--- src/core/bobpe_pkg.sv ---
// Shared constants and carrier types for the bridge ordering and parity core.
// Assumes a single 50 MHz clock and an APB register port with 32-bit data.
package bobpe_pkg;
  // Register indices as printed; byte address is four times the index
  localparam logic [9:0] IDX_CMD = 10'h004;
  localparam logic [9:0] IDX_PRI_STS = 10'h006;
  localparam logic [9:0] IDX_SECONDARY_STATUS = 10'h01e;
  localparam logic [9:0] IDX_BCTL = 10'h03e;
  localparam logic [9:0] IDX_ERR_CMD = 10'h090;
  localparam logic [9:0] IDX_ERR_STS = 10'h092;
  localparam logic [11:0] ADDR_CMD = {IDX_CMD, 2'b00};
  localparam logic [11:0] ADDR_PRI_STS = {IDX_PRI_STS, 2'b00};
  localparam logic [11:0] ADDR_SECONDARY_STATUS = {IDX_SECONDARY_STATUS, 2'b00};
  localparam logic [11:0] ADDR_BCTL = {IDX_BCTL, 2'b00};
  localparam logic [11:0] ADDR_ERR_CMD = {IDX_ERR_CMD, 2'b00};
  localparam logic [11:0] ADDR_ERR_STS = {IDX_ERR_STS, 2'b00};
  // Command register fields
  localparam int CMD_PER_BIT = 6;
  localparam int CMD_SYSTEM_ERROR_ENABLE_BIT = 8;
  // Bridge control field
  localparam int BCTL_PER_BIT = 0;
  // Status register fields (primary and secondary alike)
  localparam int STS_DPD_BIT = 8;
  localparam int STS_SSE_BIT = 14;
  localparam int STS_DPE_BIT = 15;
  // Error status fields
  localparam int ERS_HL_APE_BIT = 0;
  localparam int ERS_PCI_APE_BIT = 1;
  localparam int ERS_DPE_BIT = 2;
  // Reset values
  localparam logic [15:0] CMD_RST = 16'h0000;
  localparam logic [15:0] BCTL_RST = 16'h0000;
  localparam logic [15:0] STS_RST = 16'h0000;
  localparam logic [7:0] ERR_RST = 8'h00;
  // Ordering counters
  localparam int SEQ_W = 4;
  localparam logic [SEQ_W-1:0] SEQ_MAX = 4'hf;
  localparam int NCLS = 5;

  typedef enum logic [2:0] {
    CLS_PW,
    CLS_DRR,
    CLS_DWR,
    CLS_DRC,
    CLS_DWC
  } bobpe_cls_t;

  // Queue events of one direction
  typedef struct packed {
    logic enq;
    bobpe_cls_t enq_cls;
    logic done;
    bobpe_cls_t done_cls;
  } bobpe_ord_in_t;

  // Parity events seen on both buses
  typedef struct packed {
    logic hl_addr_perr;
    logic pci_addr_perr;
    logic dn_rd_dperr;
    logic up_rd_dperr;
  } bobpe_perr_t;

  // Read data with its parity, passed untouched
  typedef struct packed {
    logic [63:0] data;
    logic [7:0] par;
    logic bad_par;
  } bobpe_rdata_t;
endpackage

--- src/core/bobpe_core.sv ---
// Ordering gate for the forwarding queues plus parity error status and reporting.
// Assumes queue owners issue only heads whose go bit is set and pulse done when finished.
`timescale 1ns/1ps
`default_nettype none
module bobpe_core
  import bobpe_pkg::*;
(
  input wire logic mclk_i,
  input wire logic srst_i,
  // APB slave
  input wire logic psel_i,
  input wire logic penable_i,
  input wire logic pwrite_i,
  input wire logic [11:0] paddr_i,
  input wire logic [31:0] pwdata_i,
  input wire logic cfg_dperr_i,
  output logic pready_o,
  output logic [31:0] prdata_o,
  output logic pslverr_o,
  // Ordering, index 0 downstream, 1 upstream
  input wire bobpe_pkg::bobpe_ord_in_t [1:0] ord_i,
  output logic [1:0][NCLS-1:0] go_o,
  // Parity events
  input wire bobpe_pkg::bobpe_perr_t perr_i,
  output logic serr_cycle_o,
  output logic hl_master_abort_o,
  // Read return path
  input wire bobpe_pkg::bobpe_rdata_t rd_i,
  input wire logic rd_take_i,
  input wire logic rd_discard_i,
  output bobpe_pkg::bobpe_rdata_t rd_o,
  output logic rd_valid_o
);
  import bobpe_pkg::*;

  logic [15:0] cmd;
  logic [15:0] bctl;
  logic [15:0] primary_status;
  logic [15:0] secondary_status;
  logic [7:0] error_command;
  logic [7:0] error_status;
  logic apb_wr;
  logic apb_rd;
  logic cfg_bad;
  logic cmd_per;
  logic system_error_enable;
  logic bctl_per;
  logic serr_req;
  logic [15:0] pri_set;
  logic [15:0] sec_set;
  logic [7:0] ers_set;
  logic [15:0] pri_clr;
  logic [15:0] sec_clr;
  logic [7:0] ers_clr;
  logic [31:0] next_rdata;
  logic next_err;

  // Bus access strobes
  assign apb_wr = psel_i && penable_i && pready_o && pwrite_i;
  assign apb_rd = psel_i && penable_i && !pready_o && !pwrite_i;
  assign cfg_bad = apb_wr && cfg_dperr_i;
  assign cmd_per = cmd[CMD_PER_BIT];
  assign system_error_enable = cmd[CMD_SYSTEM_ERROR_ENABLE_BIT];
  assign bctl_per = bctl[BCTL_PER_BIT];

  // APB ready: one wait state, then answer
  always_ff @(posedge mclk_i)
  begin
    if (srst_i)
      pready_o <= 1'b0;
    else
      pready_o <= psel_i && penable_i && !pready_o;
  end

  // Read mux and unmapped decode
  always_comb
  begin
    next_rdata = 32'h0000_0000;
    next_err = 1'b0;
    case (paddr_i)
      ADDR_CMD: next_rdata = {16'h0000, cmd};
      ADDR_PRI_STS: next_rdata = {16'h0000, primary_status};
      ADDR_SECONDARY_STATUS: next_rdata = {16'h0000, secondary_status};
      ADDR_BCTL: next_rdata = {16'h0000, bctl};
      ADDR_ERR_CMD: next_rdata = {24'h00_0000, error_command};
      ADDR_ERR_STS: next_rdata = {24'h00_0000, error_status};
      default: next_err = 1'b1;
    endcase
  end

  // Read data and error answer
  always_ff @(posedge mclk_i)
  begin
    if (srst_i)
    begin
      prdata_o <= 32'h0000_0000;
      pslverr_o <= 1'b0;
    end
    else if (psel_i && penable_i && !pready_o)
    begin
      prdata_o <= apb_rd ? next_rdata : 32'h0000_0000;
      pslverr_o <= next_err;
    end
    else
    begin
      prdata_o <= 32'h0000_0000;
      pslverr_o <= 1'b0;
    end
  end

  // Plain control registers
  always_ff @(posedge mclk_i)
  begin
    if (srst_i)
    begin
      cmd <= CMD_RST;
      bctl <= BCTL_RST;
      error_command <= ERR_RST;
    end
    else if (apb_wr)
    begin
      if (paddr_i == ADDR_CMD)
        cmd <= pwdata_i[15:0];
      if (paddr_i == ADDR_BCTL)
        bctl <= pwdata_i[15:0];
      if (paddr_i == ADDR_ERR_CMD)
        error_command <= pwdata_i[7:0];
    end
  end

  // Event to flag mapping
  always_comb
  begin
    pri_set = 16'h0000;
    sec_set = 16'h0000;
    ers_set = 8'h00;
    pri_set[STS_DPE_BIT] = perr_i.hl_addr_perr || perr_i.pci_addr_perr || cfg_bad
      || perr_i.up_rd_dperr;
    sec_set[STS_DPE_BIT] = perr_i.pci_addr_perr || perr_i.dn_rd_dperr;
    pri_set[STS_DPD_BIT] = perr_i.up_rd_dperr && cmd_per;
    sec_set[STS_DPD_BIT] = perr_i.dn_rd_dperr && bctl_per;
    pri_set[STS_SSE_BIT] = serr_req;
    ers_set[ERS_HL_APE_BIT] = perr_i.hl_addr_perr;
    ers_set[ERS_PCI_APE_BIT] = perr_i.pci_addr_perr;
    ers_set[ERS_DPE_BIT] = cfg_bad || perr_i.dn_rd_dperr || perr_i.up_rd_dperr;
  end

  assign serr_req = system_error_enable && cmd_per && (perr_i.hl_addr_perr || perr_i.pci_addr_perr
    || cfg_bad || perr_i.dn_rd_dperr || perr_i.up_rd_dperr);

  // Write-one-to-clear masks
  assign pri_clr = (apb_wr && paddr_i == ADDR_PRI_STS) ? pwdata_i[15:0] : 16'h0000;
  assign sec_clr = (apb_wr && paddr_i == ADDR_SECONDARY_STATUS) ? pwdata_i[15:0] : 16'h0000;
  assign ers_clr = (apb_wr && paddr_i == ADDR_ERR_STS) ? pwdata_i[7:0] : 8'h00;

  // Sticky status, set beats clear
  always_ff @(posedge mclk_i)
  begin
    if (srst_i)
    begin
      primary_status <= STS_RST;
      secondary_status <= STS_RST;
      error_status <= ERR_RST;
    end
    else
    begin
      primary_status <= (primary_status & ~pri_clr) | pri_set;
      secondary_status <= (secondary_status & ~sec_clr) | sec_set;
      error_status <= (error_status & ~ers_clr) | ers_set;
    end
  end

  // Upstream reporting on the host link
  always_ff @(posedge mclk_i)
  begin
    if (srst_i)
    begin
      serr_cycle_o <= 1'b0;
      hl_master_abort_o <= 1'b0;
    end
    else
    begin
      serr_cycle_o <= serr_req;
      hl_master_abort_o <= perr_i.hl_addr_perr;
    end
  end

  // Read return stage
  always_ff @(posedge mclk_i)
  begin
    if (srst_i)
    begin
      rd_o <= '0;
      rd_valid_o <= 1'b0;
    end
    else
    begin
      rd_o <= rd_take_i ? rd_i : '0;
      rd_valid_o <= rd_take_i && !rd_discard_i;
      // initiator parity error not consumed here
    end
  end

  // Ordering gate, one per direction
  genvar d;
  generate
    for (d = 0; d < 2; d++)
    begin : g_dir
      logic [SEQ_W-1:0] pw_enq;
      logic [SEQ_W-1:0] pw_done;
      logic [SEQ_W-1:0] cpl_enq;
      logic [SEQ_W-1:0] cpl_done;
      logic [NCLS-1:0] slot_v;
      logic [SEQ_W-1:0] snap_pw [NCLS];
      logic [SEQ_W-1:0] snap_cpl [NCLS];
      logic enq_ok;
      logic is_cpl_enq;
      logic is_cpl_done;
      logic pw_fire;
      logic cpl_fire;
      bobpe_cls_t ec;
      bobpe_cls_t dc;

      assign ec = ord_i[d].enq_cls;
      assign dc = ord_i[d].done_cls;
      assign is_cpl_enq = ec == CLS_DRC || ec == CLS_DWC;
      assign is_cpl_done = dc == CLS_DRC || dc == CLS_DWC;
      // Posted queue refuses beyond counter range; delayed slots hold one each
      assign enq_ok = ord_i[d].enq && ((ec == CLS_PW) ? (pw_enq - pw_done) != SEQ_MAX
        : !slot_v[ec]);
      // One posted or one completion retires per cycle at most
      assign pw_fire = ord_i[d].done && dc == CLS_PW && pw_enq != pw_done;
      assign cpl_fire = ord_i[d].done && is_cpl_done && slot_v[dc];

      // Sequence counters
      always_ff @(posedge mclk_i)
      begin
        if (srst_i)
        begin
          pw_enq <= '0;
          pw_done <= '0;
          cpl_enq <= '0;
          cpl_done <= '0;
        end
        else
        begin
          if (enq_ok && ec == CLS_PW)
            pw_enq <= pw_enq + 1'b1;
          if (ord_i[d].done && dc == CLS_PW && pw_enq != pw_done)
            pw_done <= pw_done + 1'b1;
          if (enq_ok && is_cpl_enq)
            cpl_enq <= cpl_enq + 1'b1;
          if (ord_i[d].done && is_cpl_done && slot_v[dc])
            cpl_done <= cpl_done + 1'b1;
        end
      end

      // Delayed slots count older items still ahead, so later passers never hold them
      always_ff @(posedge mclk_i)
      begin
        if (srst_i)
        begin
          slot_v <= '0;
          for (int k = 0; k < NCLS; k++)
          begin
            snap_pw[k] <= '0;
            snap_cpl[k] <= '0;
          end
        end
        else
        begin
          // Each posted or completion retirement moves waiting slots one step nearer the head
          for (int k = 0; k < NCLS; k++)
          begin
            if (pw_fire && snap_pw[k] != '0)
              snap_pw[k] <= snap_pw[k] - 1'b1;
            if (cpl_fire && snap_cpl[k] != '0)
              snap_cpl[k] <= snap_cpl[k] - 1'b1;
          end
          if (ord_i[d].done && dc != CLS_PW)
            slot_v[dc] <= 1'b0;
          if (enq_ok && ec != CLS_PW)
          begin
            slot_v[ec] <= 1'b1;
            snap_pw[ec] <= pw_enq - pw_done - SEQ_W'(pw_fire);
            snap_cpl[ec] <= cpl_enq - cpl_done - SEQ_W'(cpl_fire);
          end
        end
      end

      // Issue permissions per class head
      always_ff @(posedge mclk_i)
      begin
        if (srst_i)
          go_o[d] <= '0;
        else
        begin
          go_o[d][CLS_PW] <= pw_enq != pw_done;
          go_o[d][CLS_DRR] <= slot_v[CLS_DRR] && snap_pw[CLS_DRR] == '0
            && snap_cpl[CLS_DRR] == '0;
          go_o[d][CLS_DWR] <= slot_v[CLS_DWR] && snap_pw[CLS_DWR] == '0
            && snap_cpl[CLS_DWR] == '0;
          go_o[d][CLS_DRC] <= slot_v[CLS_DRC] && snap_pw[CLS_DRC] == '0;
          go_o[d][CLS_DWC] <= slot_v[CLS_DWC];
        end
      end
    end
  endgenerate
endmodule
`default_nettype wire

--- config.mk ---
export PLATFORM = sky130hd
export DESIGN_NAME = bobpe_core
export DESIGN_NICKNAME = d
export VERILOG_FILES = /design/src/core/bobpe_pkg.sv /design/src/core/bobpe_core.sv
export SDC_FILE = /design/constraint.sdc
export NUM_CORES = 1
export LEC_CHECK = 0
export BUFFER_PORTS_ARGS = -buffer_cell sky130_fd_sc_hd__buf_2
export CAP_MARGIN = 0
export CORE_ASPECT_RATIO = 1.2
export CORE_MARGIN = 4
export CORE_UTILIZATION = 56
export CTS_CLUSTER_SIZE = 28
export DETAILED_ROUTE_END_ITERATION = 8
export PLACE_DENSITY = 0.81
export SLEW_MARGIN = 20
export SYNTH_ARGS = -nofsm -noshare
export SYNTH_HDL_FRONTEND = slang
export SYNTH_SLANG_ARGS = --single-unit
export TNS_END_PERCENT = 10
--- constraint.sdc ---
create_clock -name mclk_i -period 3.55 [get_ports mclk_i]
set_input_delay 0.71 -clock mclk_i [delete_from_list [all_inputs] [get_ports mclk_i]]
set_output_delay 0.71 -clock mclk_i [all_outputs]
set_load 0.02 [all_outputs]
; Word level (Yosys, flattened, before mapping)
; Memory sizes are Yosys's and may differ from the RTL's.
; Cells that the tools add are included.
[classes]
order_cmp = 8
eq_ne = 18
n_div = 0
bitwise_logic = 38
reduce_logical = 128
n_mux = 117
mul = 0
add_sub_neg = 36
shifts = 0
[ops]
columns = cell, count
row1 = 16-bit case mux with 6 select lines, 1
row2 = 4-bit two-way mux, 20
row3 = 4-bit nonzero test, 20
row4 = "4-bit by 1-bit subtractor with 4-bit output, second input constant", 20
row5 = 1-bit two-way mux, 79
row6 = 1-bit logical AND, 66
row7 = 4-bit zero test, 10
row8 = "4-bit by 1-bit adder with 4-bit output, second input constant", 8
row9 = 16-bit AND, 2
row10 = 16-bit two-way mux, 2
row11 = 16-bit NOT, 2
row12 = 16-bit bitwise OR, 2
row13 = 5-bit two-way mux, 6
row14 = "12-bit by 10-bit == test with 1-bit output, second input constant", 2
row15 = "12-bit by 5-bit == test with 1-bit output, second input constant", 2
row16 = 1-bit bitwise OR, 20
row17 = "3-bit by 4-bit less-than comparator with 1-bit output, second input constant", 4
row18 = 4-bit by 1-bit subtractor with 4-bit output, 4
row19 = 4-bit subtractor, 4
row20 = 1-bit binary-select mux with 3-bit select, 4
row21 = 1-bit demux with 3-bit select, 4
row22 = "12-bit by 7-bit == test with 1-bit output, second input constant", 1
row23 = "12-bit by 8-bit == test with 1-bit output, second input constant", 1
row24 = "3-bit by 2-bit == test with 1-bit output, second input constant", 4
row25 = other kinds (20), 57
[word_totals]
input_bits = 145
ram_bits = 80
register_bits = 242
n_memories = 4
rom_bits = 0
latch_bits = 0
wordCells = 376
[mem_list]
columns = name, words, width, rd, rd_clocked_by_memory_dff, wr, line_no
row1 = g_dir[0].snap_cpl, 5, 4, 5, 0, 6, bobpe_core.sv:215  ; logic [SEQ_W-1:0] snap_cpl [NCLS];
row2 = g_dir[0].snap_pw, 5, 4, 5, 0, 6, bobpe_core.sv:214  ; logic [SEQ_W-1:0] snap_pw [NCLS];
row3 = g_dir[1].snap_cpl, 5, 4, 5, 0, 6, bobpe_core.sv:215
row4 = g_dir[1].snap_pw, 5, 4, 5, 0, 6, bobpe_core.sv:214

; Depth between registers and ports, before layout
; Gate-level depths: netlist (run 1).
[depth]
word_depth = 10
ltp_mapped = 9

; Least setup slack after synthesis (run 1)
; Ideal clock, no wire load.
[synth_timing]
kind = input-to-reg
startpoint = input ord_i[8] in the netlist's numbering
endpoint = memory g_dir[1].snap_cpl[1][3], data pin
t_arrival_ps = 2711
stages = 9
setup_ps = 272
path_slack_ps = 567
path_cell_list = nor4bb_1 -> o21ai_1 -> fa_1 -> inv_1 -> ha_1 -> o21ai_0 -> nand3b_1 -> xnor2_1 -> o22ai_1
[synth_lines]
columns = element, line_no
row1 = "start, declared", bobpe_core.sv:21  ; input wire bobpe_pkg::bobpe_ord_in_t [1:0] ord_i,
row2 = "end, declared", bobpe_core.sv:215

==> out/metrics.yaml, run 1 <==
drt:
  wl_per_cell_um: 17.6
  drt-total-wl_um: 34400
  num_vias: 11100
  drt_first_pass_iters: 5
  drtAntennaViolNets: 0
  post_drt_via_cell_ratio: 5.69
  drtIter0Drc: 819
  drc: 0
clocking:
  clock-sinks: 304
  cts_tree: "built"
  cts_hold_buffers: 0
  post_cts_buffers: 0
  cts_buffers: 31
  root_buffer: "clkbuf_16"
  clkTransAtPathRegs_ps: 60
  clk_path_buf_depth: 3
  clk_latency_ps: 560
  cts_resized: 0
  cts_max_level: 1
die:
  rows: 62
  initial_core_util_pct: 57.5
  die_w_um: 152
  boundaryPins: 265
  die_y_um: 181
  coreArea_mm2: 0.0242
  die_area_mm2: 0.0275
logic_synthesis:
  synthArstFlopShare_pct: 0
  netlist.top_cell.by_area: "dfxtp_1"
  netlist_area_mm2: 0.0139
  avgSynthCellArea_um2: 10.0
  synth_seq_cells: 304
  ys_warn_count: 0
  yosysSeqAreaShare_pct: 49.5
  synth-edff-count: 80
  netlist.area_leader.share_pct: 32.2
  synth-main-ff-cell: "dfxtp_1"
  synth_cell_types: 67
  synthTopCellsByArea: "dfxtp_1 (32%), edfxtp_1 (17%), ha_1 (5.6%)"
  syn_inst: 1391
final_layout:
  drive_gt1_share_pct: 21.3
  layout_common_cells: "buf_2 (232), dfxtp_1 (224), nand2_1 (130), nor2_1 (87), edfxtp_1 (80)"
  syn2layout_area_growth_pct: 18.0
  final_cell_area_mm2: 0.0164
  final_common_cell: "buf_2"
  final_nets: 1825
grt:
  grt_pass1_vias: 11200
  antenna_found_initial: 3
  grt_max_degree: 75
  overflow: 0
  grt_usage_pct: 23.9
  grt_first_pass_wirelength_um: 55600
place:
  place_ws_ps: 306
  placed_area_mm2: 0.0154
  gp_congestion: 0.851
  portBuffers: 232
  dp_hpwl_um: 24500
setup_path:
  cp_data_arrival_time_ps: 3220
  crit_type: "flip-flop to flip-flop"
  r2r_start: "g_dir[0].pw_enq[0]"
  cp_max_fo: 8
  reg2reg_to: "g_dir[0].snap_pw[2][2]"
  cp-end-kind: "flip-flop"
  r2r_cells: 9
  required_ps: 3840
  reg2reg_slack_ps: 620
  cp-start-kind: "flip-flop"
pwr:
  clock_power_share_pct: 43.7
  p_sw_share_pct: 22.9
  p_int_mw: 5.83
  power_frac_seq_pct: 48.8
  peakVddDrop_mv: 0.409
  power_density_mw_per_mm2: 460
  power_leakage_nw: 7.19
  p_comb_share_pct: 7.5
  power_mw: 7.56
  switchingPower_mw: 1.73
timing:
  setup_slack_ps: 624
  finClkSkew_ps: 24.2
  setup_viol: 0
  setup_tns_ps: 0
  drv_slew: 0
  grt_setup_unrepaired: "no"
  worst_pin_slew_ps: 981
  finalCritPeriodShare_pct: 82.4
  slew_headroom_pct: 34.2
  hold_viol_final: 0
  fin_crit_ps: 2930
  timing.fmax_ghz: 0.342
hold_path:
  hold_path_depth: 2
  min_to: "rd_valid_o"
  hold_class: "input port to flip-flop"
  hp-start: "rd_discard_i"
run:
  maxCapViolCount: 0
outcome:
  status: "finished clean"
worst max-delay path by stage:
| stage | start | endpoint | slack, ps |
|---|---|---|---|
| final | g_dir[0].pw_enq[0] | g_dir[0].snap_pw[2][2] | 620 |
| after floorplan | ord_i[8] | g_dir[1].snap_cpl[1][3] | 570 |
| after CTS | g_dir[0].pw_enq[0] | g_dir[0].snap_pw[3][2] | 580 |
| after global placement | ord_i[1] | g_dir[0].snap_cpl[4][3] | 350 |
| after global routing | g_dir[0].pw_enq[0] | g_dir[0].snap_pw[2][2] | 350 |
| after detailed placement | ord_i[1] | g_dir[0].snap_cpl[4][2] | 310 |
per-stage QoR:
step / cells / hold WS [ps] / util (%)
final: 1956 / 335 / 67.9
after global routing: 1956 / 322 / 67.9
after floorplan: 1406 / 411 / -
after detailed placement: 1899 / 427 / 63.5
after CTS: 1955 / 307 / 67.9
after global placement: 1899 / 419 / 63.5
power groups by stage:
| stage | combinational, mW | sequential [mW] | clock, mW |
|---|---|---|---|
| detailed placement | 0.562 | 3.76 | 0 |
| global route | 0.626 | 3.70 | 3.50 |
| floorplan | 0.311 | 3.80 | 0 |
| finish | 0.570 | 3.69 | 3.30 |
| global placement | 0.546 | 3.76 | 0 |
| CTS | 0.568 | 3.69 | 3.36 |
layout make-up:
cell class	count	area [µm²]
Tap cell	320	400
Clock inverter	9	73.8
Inverter	70	263
Sequential cell	304	6890
Timing Repair Buffer	262	1400
Fill cell	1887	7770
Antenna cell	1	2.50
Multi-Input combinational cell	943	6430
Clock buffer	47	981
cells in the mapped netlist (15+ instances only):
library cell,instances
a21oi_1,37
a31o_2,16
and2_1,74
and3_1,17
buf_4,16
clkbuf_1,56
dfxtp_1,224
edfxtp_1,80
ha_1,62
inv_1,70
mux2i_1,49
nand2_1,130
nor2_1,87
nor3_1,28
nor3b_1,21
nor4_1,25
o21ai_0,38
o21ai_1,15
o22ai_1,56
o311ai_0,15
o31ai_1,18
xnor2_1,22
xor2_1,52
per-layer routing:
layer  part of all wire (%)  global-route usage [%]  vias to the layer above
li1                       -                       -                     5337
met1                     39                    29.6                     5280
met2                     50                    41.6                      422
met3                    7.4                    4.14                       89
met4                    3.5                    9.46                        4
met5                  0.078                       0                        -
state kept, by name (all words and copies together) (netlist names), 10 cells and up:
signal,cells
rd_o,73
g_dir.snap_cpl,40
g_dir.snap_pw,40
bctl,16
cmd,16
prdata_o,16
primary_status,16
secondary_status,16
go_o,10
cells by family (layout without fill, tap and decap cells):
family / after synthesis / count (layout) / share of synthesized area [%]
AOI/OAI and AO/OA: 260 / 260 / 12.6
xor gates and xnor gates: 76 / 76 / 4.98
adders and majority gates: 68 / 68 / 6.43
buffers and inverters: 159 / 388 / 4.86
DFF: 304 / 304 / 49.5
muxes: 51 / 51 / 3.68
other: 1 / 17 / 0.0269
and+or+nand+nor: 472 / 472 / 18.0
worst max-delay path, cell delays in order (launching register included):
cell and delay [ps]:
dfxtp_1 380, inv_1 90, ha_1 330, nand3_1 200, o21ai_1 600, inv_1 110, ha_1 230, ha_1 190
xor2_1 390, o22ai_1 160
(Power assumes the default switching activity.)
==> inputs of run 2 (changes only) <==
==> constraint.sdc (replaced) <==
create_clock -name mclk_i -period 2.9 [get_ports mclk_i]
set_input_delay 0.58 -clock mclk_i [delete_from_list [all_inputs] [get_ports mclk_i]]
set_output_delay 0.58 -clock mclk_i [all_outputs]
set_load 0.02 [all_outputs]
==> out/metrics.yaml, run 2 (synthesized netlist as in run 1, its figures left out) <==
outcome:
  status: "finished clean"
place:
  place_ws_ps: -52.3
  dp_hpwl_um: 24800
  placed_area_mm2: 0.0157
  portBuffers: 232
  gp_congestion: 0.877
  dp_cells: 1938
drt:
  post_drt_via_cell_ratio: 5.66
  drc: 0
  drtIter0Drc: 839
  drtAntennaViolNets: 0
  drt_first_pass_iters: 5
  drt-total-wl_um: 34900
  wl_per_cell_um: 17.5
  num_vias: 11300
clocking:
  cts_hold_buffers: 0
  cts_max_level: 1
  post_cts_buffers: 0
  root_buffer: "clkbuf_16"
  clock-sinks: 304
  cts_resized: 0
  cts_buffers: 30
  cts_tree: "built"
  clk_latency_ps: 560
  clk_path_buf_depth: 3
  clkTransAtPathRegs_ps: 60
grt:
  grt_pass1_vias: 11300
  grt_first_pass_wirelength_um: 56500
  overflow: 0
  antenna_found_initial: 1
  grt_usage_pct: 24.3
  grt_max_degree: 63
final_layout:
  drive_gt1_share_pct: 23.3
  final_common_cell: "buf_2"
  nFillCells: 1846
  layout_common_cells: "buf_2 (232), dfxtp_1 (224), nand2_1 (130), nor2_1 (87), edfxtp_1 (80)"
  layout.area.seq_mm2: 0.00689
  final_cell_area_mm2: 0.0167
  antenna_cells: 0
  syn2layout_area_growth_pct: 20.1
  largest_reg_flops: 73
  final_util_pct: 69.1
  reg_top3: "rd_o (73), g_dir.snap_cpl (40), g_dir.snap_pw (40)"
  largest-register: "rd_o"
  multi_input_area_mm2: 0.00643
  fin_cells: 1993
  final_nets: 1863
hold_path:
  hold_class: "input port to flip-flop"
  hp-start: "rd_discard_i"
timing:
  whs_ps: 175
  worst_pin_slew_ps: 896
  finClkSkew_ps: 12.7
  setup_slack_ps: 303
  finalCritPeriodShare_pct: 89.5
  fin_crit_ps: 2600
  hold_viol_final: 0
  grt_setup_unrepaired: "no"
  timing.fmax_ghz: 0.385
  setup_viol: 0
  drv_slew: 0
  slew_headroom_pct: 39.9
  setup_tns_ps: 0
setup_path:
  cp-end-kind: "flip-flop"
  required_ps: 3180
  r2r_start: "g_dir[1].slot_v[4]"
  cpPeakStageDelay_ps: 530
  cp_max_fo: 4
  crit_chain: "nor4bb_1, o21ai_1, fa_1, inv_1, ha_1, o21ai_0, nand3b_1, xnor2_1, buf_4, o22ai_1"
  cp_data_arrival_time_ps: 2880
  slowest_stage: "fa_1"
  crit_start: "g_dir[1].slot_v[4]"
  crit_type: "flip-flop to flip-flop"
  cp-start-kind: "flip-flop"
pwr:
  power_leakage_nw: 7.37
  power_density_mw_per_mm2: 545
  power_mw: 9.12
  peakVddDrop_mv: 0.488
die:
  coreArea_mm2: 0.0242
  rows: 62
  initial_core_util_pct: 57.5
  boundaryPins: 265
  die_y_um: 181
  die_w_um: 152
  die_area_mm2: 0.0275
run:
  maxCapViolCount: 0
## run 2: changes by cell type in the layout (fill, tap and decap cells not counted)
cell       previous run  this run
buf_12                1         5
clkinv_4              0         2
bufinv_16             1         0
buf_4                29        64
clkbuf_1              6         3
clkbuf_16            35        33
inv_4                 0         3
diode_2               1         0
inv_6                 1         0
clkinv_8              0         1
## run 2: worst paths after layout
path | endpoint | slack (ps) | cells past startpoint
setup / recovery | g_dir[1].snap_cpl[1][3] | 300 | 10
hold reg to reg | secondary_status[0] | 430 | 2
setup reg to reg | g_dir[1].snap_cpl[1][3] | 300 | 10
hold / removal | rd_valid_o | 180 | 2
## run 2: power by group
part | internal, mW | leakage [nW] | total (mW) | switching (mW)
clock | 2.22 | 0.509 | 3.88 | 1.65
combinational | 0.291 | 4.22 | 0.730 | 0.439
sequential | 4.45 | 2.65 | 4.51 | 0.0594
total | 6.97 | 7.37 | 9.12 | 2.15
## run 2: cell type report
cell class                 count  share of cell area, %
sequential                   304                   41.2
multi-input combinational    943                   38.4
timing repair buffer         301                   10.4
clock buffer                  42                   5.50
tap                          320                   2.39
inverter                      70                   1.57
clock inverter                13                  0.524
## run 2: per-layer routing
metal | GRT usage, % | vias up | wire, µm
met3 | 4.14 | 67 | 2490
met5 | 0 | - | 13
met2 | 43.2 | 439 | 17800
met4 | 8.09 | 2 | 798
li1 | - | 5417 | -
met1 | 29.9 | 5349 | 13900
## run 2: worst max-delay path, delay by kind of cell, from the launching register on
| family | cells | cell delay (ps) |
|---|---|---|
| AO/OA/AOI/OAI | 3 | 400 |
| buffers and inverters | 2 | 210 |
| adder cells (fa/ha/maj) | 2 | 690 |
| AND/OR/NAND/NOR | 2 | 450 |
| XOR/XNOR | 1 | 180 |
| flip-flops | 1 | 390 |
